==> config.mk <==
export PLATFORM = sky130hd
export DESIGN_NAME = cfr_core
export DESIGN_NICKNAME = d
export VERILOG_FILES = /design/src/rtl/cfr_core.v
export VERILOG_INCLUDE_DIRS = /design/src /design/src/rtl
export SDC_FILE = /design/constraint.sdc
export NUM_CORES = 1
export LEC_CHECK = 0
export BUFFER_PORTS_ARGS = -buffer_cell sky130_fd_sc_hd__buf_4
export CAP_MARGIN = 15
export CORE_MARGIN = 2
export CORE_UTILIZATION = 45
export CTS_CLUSTER_SIZE = 10
export DETAILED_ROUTE_END_ITERATION = 10
export PLACE_DENSITY = 0.78
export SYNTH_ARGS = -nofsm -noshare
export SYNTH_HDL_FRONTEND = slang
export SYNTH_SLANG_ARGS = --single-unit
==> constraint.sdc <==
create_clock -name i_clk -period 4.5 [get_ports i_clk]
set_input_delay 0 -clock i_clk [delete_from_list [all_inputs] [get_ports i_clk]]
set_output_delay 0 -clock i_clk [all_outputs]
set_load 0.1 [all_outputs]
==> src/rtl/cfr_map.vh <==
`ifndef CFR_MAP_VH
`define CFR_MAP_VH
// Instruction codes, ten bits each
`define CFR_OP_CLEAR_CARRY 10'h006
`define CFR_OP_SET_CARRY 10'h007
`define CFR_OP_PORT_CLEAR 10'h014
`define CFR_OP_SUB_RETURN 10'h044
`define CFR_OP_INT_RETURN 10'h046
`define CFR_OP_RETURN_SKIP 10'h043
`define CFR_OP_CLEAR_HIGH_REF 10'h058
`define CFR_OP_BIT_SET_BASE 10'h05c
// Field positions
`define CFR_BIT_SEL_LSB 0
`define CFR_BIT_SEL_MSB 1
// Cycle counts
`define CFR_RET_CYCLES 2'h2
// Reset values
`define CFR_CARRY_RST 1'h0
`define CFR_HIGH_REF_RST 1'h0
`define CFR_PORT_RST 6'h3f
`endif

==> src/rtl/cfr_core.v <==
`timescale 1ns/100ps
`include "cfr_map.vh"
module cfr_core #(
    parameter PC_W = 11, // Program counter width
    parameter SP_W = 3, // Stack index width
    parameter DP_W = 10, // Data pointer width (X,Y,Z packed)
    parameter AUX_W = 4 // Auxiliary register width
) (
    input wire i_clk,
    input wire i_srst,
    input wire i_ce,
    input wire i_valid, // Instruction word present
    input wire [9:0] i_instr, // Fetched instruction
    input wire [2:0] i_index, // Index register value
    input wire [DP_W-1:0] i_data_pointer, // Current data pointer
    input wire [3:0] i_mem_rdata, // Nibble at data pointer
    input wire [PC_W-1:0] i_return_stack_top, // Entry at stack index
    input wire [SP_W-1:0] i_stack_index, // Current stack index
    input wire [DP_W-1:0] i_saved_dp, // Pointer saved at interrupt entry
    input wire i_saved_skip_mode, // Skip suppression saved at entry
    input wire [AUX_W-1:0] i_saved_aux, // Aux register saved at entry
    output reg o_carry_flag, // Carry flag
    output reg o_high_ref_enable_flag, // High-order reference enable
    output reg [5:0] o_port, // Output port bits
    output reg o_mem_we, // Memory write strobe
    output reg [DP_W-1:0] o_mem_addr, // Memory write address
    output reg [3:0] o_mem_wdata, // Memory write data
    output reg o_pc_load, // Load program counter strobe
    output reg [PC_W-1:0] o_pc, // New program counter
    output reg o_sp_load, // Load stack index strobe
    output reg [SP_W-1:0] o_stack_index, // New stack index
    output reg o_skip_next, // Skip the following instruction
    output reg o_restore, // Restore saved state strobe
    output reg [DP_W-1:0] o_data_pointer, // Restored pointer
    output reg o_skip_mode, // Restored skip suppression
    output reg [AUX_W-1:0] o_aux, // Restored aux register
    output reg o_busy // Second cycle of a return
);

    // Operation overview
    //
    // One word is taken per enabled edge
    // Taken only with valid high and not busy
    // Answer appears on the following edge
    // Strobes stand for one cycle only
    // Flags and port bits hold until changed
    //
    // Clock enable
    // Low enable freezes every register unless reset is high
    // Strobes also hold while frozen
    // Sequencer does not advance while frozen
    //
    // Reset
    // Synchronous, active high
    // Carry and high-ref flags cleared
    // Port bits return to all ones
    // Strobes and buses cleared
    // Sequencer back to idle
    //
    // Carry handling
    // Only the two carry ops write carry
    // Every other word leaves carry alone
    //
    // Port-bit clear
    // Index register picks the port bit
    // Indexes six and seven do nothing
    // Software must avoid those indexes
    //
    // Subroutine return and return-and-skip
    // Program counter loaded from stack top
    // Stack index decremented, wraps at zero
    // Second cycle held busy, word dropped
    // Return-and-skip flags skip in cycle two
    // Skip pulse follows the load pulse
    //
    // Interrupt return
    // Single cycle, no busy cycle
    // Counter and stack index as for return
    // Saved pointer, skip mode, aux restored
    // Restore strobe marks the restored values
    //
    // High-ref flag clear
    // Clears the reference enable flag only
    //
    // Memory bit set
    // Low two opcode bits pick the bit
    // Nibble read at pointer, bit forced high
    // Write strobe with address and data
    // Address and data hold until next write
    //
    // Unknown words
    // Any other code is a no-op here
    // Neighbouring slices decode the rest
    //
    // Hazard
    // Stack top must be valid with the word
    // Saved state must be valid with the word
    // No bypass from memory write to read

    // States, one-hot
    localparam ST_IDLE = 2'b01;
    localparam ST_WAIT = 2'b10;

    reg [1:0] state_r; // Sequencer state
    reg skip_pend_r; // Return-and-skip in progress

    // Bit-set opcode match, low two bits are the bit index
    function is_bit_set;
        input [9:0] w;
        begin
            is_bit_set = ({w[9:2], 2'b00} == `CFR_OP_BIT_SET_BASE);
        end
    endfunction

    // Nibble with one bit forced high
    function [3:0] set_nibble_bit;
        input [3:0] d;
        input [1:0] j;
        begin
            set_nibble_bit = d | (4'h1 << j);
        end
    endfunction

    // Decode and execute
    always @(posedge i_clk) begin
        if (i_srst) begin
            state_r <= ST_IDLE;
            skip_pend_r <= 1'b0;
            o_carry_flag <= `CFR_CARRY_RST;
            o_high_ref_enable_flag <= `CFR_HIGH_REF_RST;
            o_port <= `CFR_PORT_RST;
            o_mem_we <= 1'b0;
            o_mem_addr <= {DP_W{1'b0}};
            o_mem_wdata <= 4'h0;
            o_pc_load <= 1'b0;
            o_pc <= {PC_W{1'b0}};
            o_sp_load <= 1'b0;
            o_stack_index <= {SP_W{1'b0}};
            o_skip_next <= 1'b0;
            o_restore <= 1'b0;
            o_data_pointer <= {DP_W{1'b0}};
            o_skip_mode <= 1'b0;
            o_aux <= {AUX_W{1'b0}};
            o_busy <= 1'b0;
        end else if (i_ce) begin
            // Strobes default low
            o_mem_we <= 1'b0;
            o_pc_load <= 1'b0;
            o_sp_load <= 1'b0;
            o_skip_next <= 1'b0;
            o_restore <= 1'b0;
            case (state_r)
                ST_WAIT: begin
                    // Second cycle of a two-cycle return
                    state_r <= ST_IDLE;
                    o_busy <= 1'b0;
                    o_skip_next <= skip_pend_r;
                    skip_pend_r <= 1'b0;
                end
                default: begin
                    state_r <= ST_IDLE;
                    if (i_valid) begin
                        // Carry only touched by its own ops
                        if (i_instr == `CFR_OP_CLEAR_CARRY) begin
                            o_carry_flag <= 1'b0;
                        end else if (i_instr == `CFR_OP_SET_CARRY) begin
                            o_carry_flag <= 1'b1;
                        end else if (i_instr == `CFR_OP_PORT_CLEAR) begin
                            // Out-of-range index ignored
                            if (i_index <= 3'h5) begin
                                o_port[i_index] <= 1'b0;
                            end
                        end else if (i_instr == `CFR_OP_SUB_RETURN ||
                                     i_instr == `CFR_OP_RETURN_SKIP) begin
                            // Pop, then hold a second cycle
                            o_pc_load <= 1'b1;
                            o_pc <= i_return_stack_top;
                            o_sp_load <= 1'b1;
                            o_stack_index <= i_stack_index - 1'b1;
                            o_busy <= 1'b1;
                            state_r <= ST_WAIT;
                            skip_pend_r <=
                                (i_instr == `CFR_OP_RETURN_SKIP);
                        end else if (i_instr == `CFR_OP_INT_RETURN) begin
                            // Single-cycle pop with restore
                            o_pc_load <= 1'b1;
                            o_pc <= i_return_stack_top;
                            o_sp_load <= 1'b1;
                            o_stack_index <= i_stack_index - 1'b1;
                            o_restore <= 1'b1;
                            o_data_pointer <= i_saved_dp;
                            o_skip_mode <= i_saved_skip_mode;
                            o_aux <= i_saved_aux;
                        end else if (i_instr ==
                                     `CFR_OP_CLEAR_HIGH_REF) begin
                            o_high_ref_enable_flag <= 1'b0;
                        end else if (is_bit_set(i_instr)) begin
                            // Read-modify-write of the nibble
                            o_mem_we <= 1'b1;
                            o_mem_addr <= i_data_pointer;
                            o_mem_wdata <= set_nibble_bit(i_mem_rdata,
                                i_instr[`CFR_BIT_SEL_MSB:`CFR_BIT_SEL_LSB]);
                        end
                    end
                end
            endcase
        end
    end

endmodule // cfr_core

### Yosys cells after proc, flatten, opt, wreduce, memory -nomap -nowiden

Cells that the tools add are included.

* bits in registers: 58
* input port bits: 60
* logic and storage cells: 104

* $add $sub $neg: 1
* $lt $le $gt $ge: 3
* equal/unequal tests: 12
* shift operators: 1
* multiplexer cells: 49
* bitwise operators: 10
* reduce and logical (&&, ||, !) cells: 12

Operators by type and width (count)
* == test 10 x 7 -> 1 bit, second input constant: 4
* two-way mux 1 bit: 38
* two-way mux 11 bit: 2
* == test 10 x 3 -> 1 bit, second input constant: 2
* AND reduction 7 bit: 2
* two-way mux 2 bit: 6
* == test 10 x 5 -> 1 bit, second input constant: 1
* AND reduction 10 bit: 1
* == test 8 x 5 -> 1 bit, second input constant: 1
* AND reduction 8 bit: 1
* nonzero test 2 bit: 4
* inverter 1 bit: 7
* bitwise AND 6 bit: 1
* two-way mux 3 bit: 2
* != test 2 x 1 -> 1 bit, second input constant: 3
* inverter 6 bit: 1
* AND reduction 6 bit: 1
* < comparator 3 x 4 -> 1 bit, second input constant: 1
* bitwise OR 4 bit: 1
* AND reduction 4 bit: 1
* left shift 1 x 2 -> 4 bit, first input constant: 1
* demux 1 bit (select 3 bit): 1
* greater-or-equal comparator 3 x 1 -> 1 bit, second input constant: 1
* less-or-equal comparator 3 bit, second input constant: 1
* 4 further kinds: 4

### Depth between registers and ports, before layout

* word-level depth: 10
* mapped depth: 7
* depth with buffers taken out: 4

### Least setup slack after synthesis

No wires, ideal clock.

* path type: register to register
* from: reg state_r[1]
* to: reg o_aux[3]
* library setup time: 132 ps
* data arrival time: 1446 ps
* data required time: 4368 ps
* slack: 2921 ps
* cell stages (with the launch flop): 6
* buffers on the path: 1
* clock period less this slack: 1579 ps
* cells stage by stage: dfxtp_1 -> nor2b_1 -> or4_1 -> clkbuf_1 -> o21ai_0 -> a21oi_1

* cells in the longest elaborated chain, start to end: 3

Ends and longest elaborated chain
* start: declaration: line cfr_core.v:104 `reg [1:0] state_r;`
* start signal: assignment: line cfr_core.v:127 `state_r <= ST_IDLE;`
* start signal: assignment: line cfr_core.v:155 `state_r <= ST_IDLE;`
* start signal: assignment: line cfr_core.v:161 `state_r <= ST_IDLE;`
* == test 2 bit: line cfr_core.v:152 `case (state_r)`
* inverter 1 bit (no source line)
* AND reduction 8 bit (no source line)
* end signal: assignment: line cfr_core.v:143 `o_aux <= {AUX_W{1'b0}};`
* end signal: assignment: line cfr_core.v:193 `o_aux <= i_saved_aux;`
* end: declaration: line cfr_core.v:36 `output reg [AUX_W-1:0] o_aux,`

No other way between the ends.
A chain may end at the register's enable or synchronous reset.

### Final worst setup path

* from: in i_instr[4]
* to: reg o_stack_index[0]

* cells in the longest elaborated chain, start to end: 4

Ends and longest elaborated chain
* start: declaration: line cfr_core.v:13 `input wire [9:0] i_instr,`
* == test 10 x 7 -> 1 bit (no source line)
* logical OR 1 bit (no source line)
* nonzero test 2 bit (no source line)
* AND reduction 7 bit (no source line)
* end signal: assignment: line cfr_core.v:138 `o_stack_index <= {SP_W{1'b0}};`
* end signal: assignment: line cfr_core.v:179 `o_stack_index <= i_stack_index - 1'b1;`
* end signal: assignment: line cfr_core.v:189 `o_stack_index <= i_stack_index - 1'b1;`
* end: declaration: line cfr_core.v:31 `output reg [SP_W-1:0] o_stack_index,`

Several ways; a longest one is shown, not always the timed one.

==> flow_summary_export.csv <==
group,metric,value,unit
run_status,outcome,"complete, no violations",
sta,rsz0062_at_grt,"false",
detailed_routing,drt-vias-per-instance,5.25,
critical_path,cp_top_family,"simple AND/OR/NAND/NOR gates",
critical_path,worstPathMaxFanout,19,
placement,place_inst,459,
layout,area_growth,62.8,%
clock_tree,tritoncts,"done",
die,die-area,6030,sq um
synthesis,synthTopCellsByArea,"dfxtp_1 48%, a21oi_1 12%, nand3_1 8.2%",
sta,finalSetupTns,0,ns
critical_path,cp.arrival,2.28,ns
sta,skew,0.00740,ns
sta,hold_viol_final,0,
critical_path,worstSetupPathType,"in -> reg",
global_routing,first_global_vias,2556,
global_routing,grt_pass1_wl,12200,um
critical_path,slowest_delay,0.73,ns
layout,n_antenna_cell,0,
power_and_ir_drop,vdd_ir_drop_max,0.232,mV
global_routing,grt_max_degree,64,
layout,fill_cells,378,
min_path,hold_path.class,"in -> reg",
clock_tree,htreeDepth,3,
power_and_ir_drop,p_per_area,292,nW/um^2
synthesis,synth_top_cell_area_share,47.6,%
placement,place_hpwl,4720,um
synthesis,syn-num-nets,358,
die,coreArea,5170,sq um
global_routing,antenna_found_initial,0,
critical_path,critPathCaptureType,"flop",
synthesis,ys_ff_latch,58,
clock_tree,clock_tree.buffer_depth,2,
sta,slew_headroom,28.8,%
synthesis,synth_top_cell_by_area,"dfxtp_1",
synthesis,yosys_most_used_dff,"dfxtp_1",
synthesis,ys_warn_count,0,
detailed_routing,totalWireLength,7390,um
clock_tree,clk_pin_slew,0.06,ns
synthesis,synth_edf_count,0,
detailed_routing,drc,0,
die,rows,26,
clock_tree,insertion_delay,0.33,ns
placement,place_congestion,0.816,
power_and_ir_drop,p_leak,1.59,nW
sta,fin_crit_sh,45.6,%
clock_tree,clock-sinks,58,
run,max_cap_viol_count,0,
clock_tree,cts_hold_buf,46,
layout,drive_above_1_share,30.6,%
critical_path,worst-path-buf-inv,2,
synthesis,syn_inst,297,
placement,io_buffer_count,115,
clock_tree,ctsRootBufferMaster,"clkbuf_8",
sta,tightest_slew,1.06,ns
die,initial_core_util,47.2,%
layout,fin_cells,521,
synthesis,async_flop_share,0,%
detailed_routing,drt_first_iter_violations,145,
critical_path,cp.required,4.72,ns
critical_path,startpoint_type,"input pin",
critical_path,critPathSlowestCell,"nor4_4",
global_routing,gr-total-overflow,0,
power_and_ir_drop,power,1.16,mW
layout,layout_common_cells,"117 x buf_4, 58 x a21oi_1, 58 x dfxtp_1, 46 x dlygate4sd3_1, 40 x nand3_1",
sta,setup_viol,0,
sta,final_max_slew_viol_count,0,
clock_tree,cts_setup_buffers,0,
die,io_pins,117,
detailed_routing,detail-route-antenna-nets,0,
synthesis,syn_area,2440,sq um
sta,timing.fmax,0.487,GHz
detailed_routing,vias,2736,
critical_path,path_cells,"dlygate4sd3_1, buf_4, or3_1, nor4_4, a21oi_1, a311oi_1",
die,die-height,77.7,um
sta,fin_crit,2.05,ns
clock_tree,numCtsBuffers,9,
layout,layout_commonest_cell,"buf_4",
detailed_routing,wl_per_cell,14.2,um
critical_path,r2r_setup_slack,2.58,ns
detailed_routing,drt_pass1_iterations,4,
layout,nets,507,
die,die_w,77.7,um
synthesis,ys_seq_area_share,47.6,%
global_routing,grt.total_usage,24.8,%
clock_tree,cts_resized,0,
synthesis,synth.distinct_cells,42,
synthesis,syn_avg_cell_area,8.22,sq um
## final cells by class
cell class	instances	area, sq um	share of cell area, %
Clock inverter	5	77.6	1.95
Clock buffer	11	141	3.56
Multi-Input combinational cell	206	1140	28.6
Timing Repair Buffer	163	1340	33.7
Tap cell	70	87.6	2.20
Inverter	8	30.0	0.755
Sequential cell	58	1160	29.2
## tightest hold or removal path, delay by kind of cell
family	cells	cell delay [ns]
buffers and inverters	1	0.15
and+or+nand+nor	1	0.08
AOI/OAI and AO/OA	1	0.06
## metal layers
metal  GRT usage (%)  share of wire (%)
met1            32.1                 44
met2            41.6                 50
met4            6.96               0.62
met3            5.23                6.2
met5               0                  0
## path summary, 6_finish.rpt
path	from	end	depth (start not counted)
setup / recovery	i_instr[4]	o_stack_index[0]	6
hold / removal	i_ce	o_skip_next	3
setup reg to reg	state_r[1]	o_stack_index[0]	4
hold reg to reg	skip_pend_r	skip_pend_r	2
## flip-flops by register name, indices dropped and copies added (netlist names), 2 cells and up
register        flops
o_aux               4
state_r             2
o_data_pointer     10
o_stack_index       3
o_pc               11
o_port              6
o_mem_addr         10
o_mem_wdata         4
## synthesized netlist by cell type (2+ instances only)
library cell / instances
a211oi_1: 3
a21oi_1: 58
a311oi_1: 3
and2_1: 3
buf_4: 2
clkbuf_1: 20
dfxtp_1: 58
inv_1: 8
nand2_1: 8
nand2b_1: 7
nand3_1: 40
nand4_1: 2
nor2_1: 13
nor2b_1: 3
nor3_1: 7
o21ai_0: 36
## kinds of logic (layout without fill, tap and decap cells)
logic type / count (synthesis) / after routing / share of synthesized area, %
xor+xnor: 1 / 1 / 0.359
fa+ha+maj: 1 / 1 / 0.512
compound gates: 106 / 106 / 23.3
other cells: 1 / 1 / 0.154
buf+inv: 33 / 187 / 5.79
flops: 58 / 58 / 47.6
simple gates: 97 / 97 / 22.3
## stage by stage
stage               worst slack, ns  area [sq um]  util [%]  hold slack, ns
global route                   2.27          3980      76.9          0.0253
detailed placement             2.15          3300      63.7           0.230
global placement               2.20          3300      63.7           0.206
floorplan                      2.92          2440         -           0.110
CTS                            2.48          3980      76.9         0.00473
finish                         2.45          3980      76.9          0.0204
## where the power goes
| part | switching, mW | internal, mW | total, mW |
|---|---|---|---|
| registers | 0.000135 | 0.513 | 0.514 |
| clock network | 0.201 | 0.325 | 0.526 |
| logic | 0.0537 | 0.0674 | 0.121 |
No activity file was read; power rests on OpenSTA's default activity.
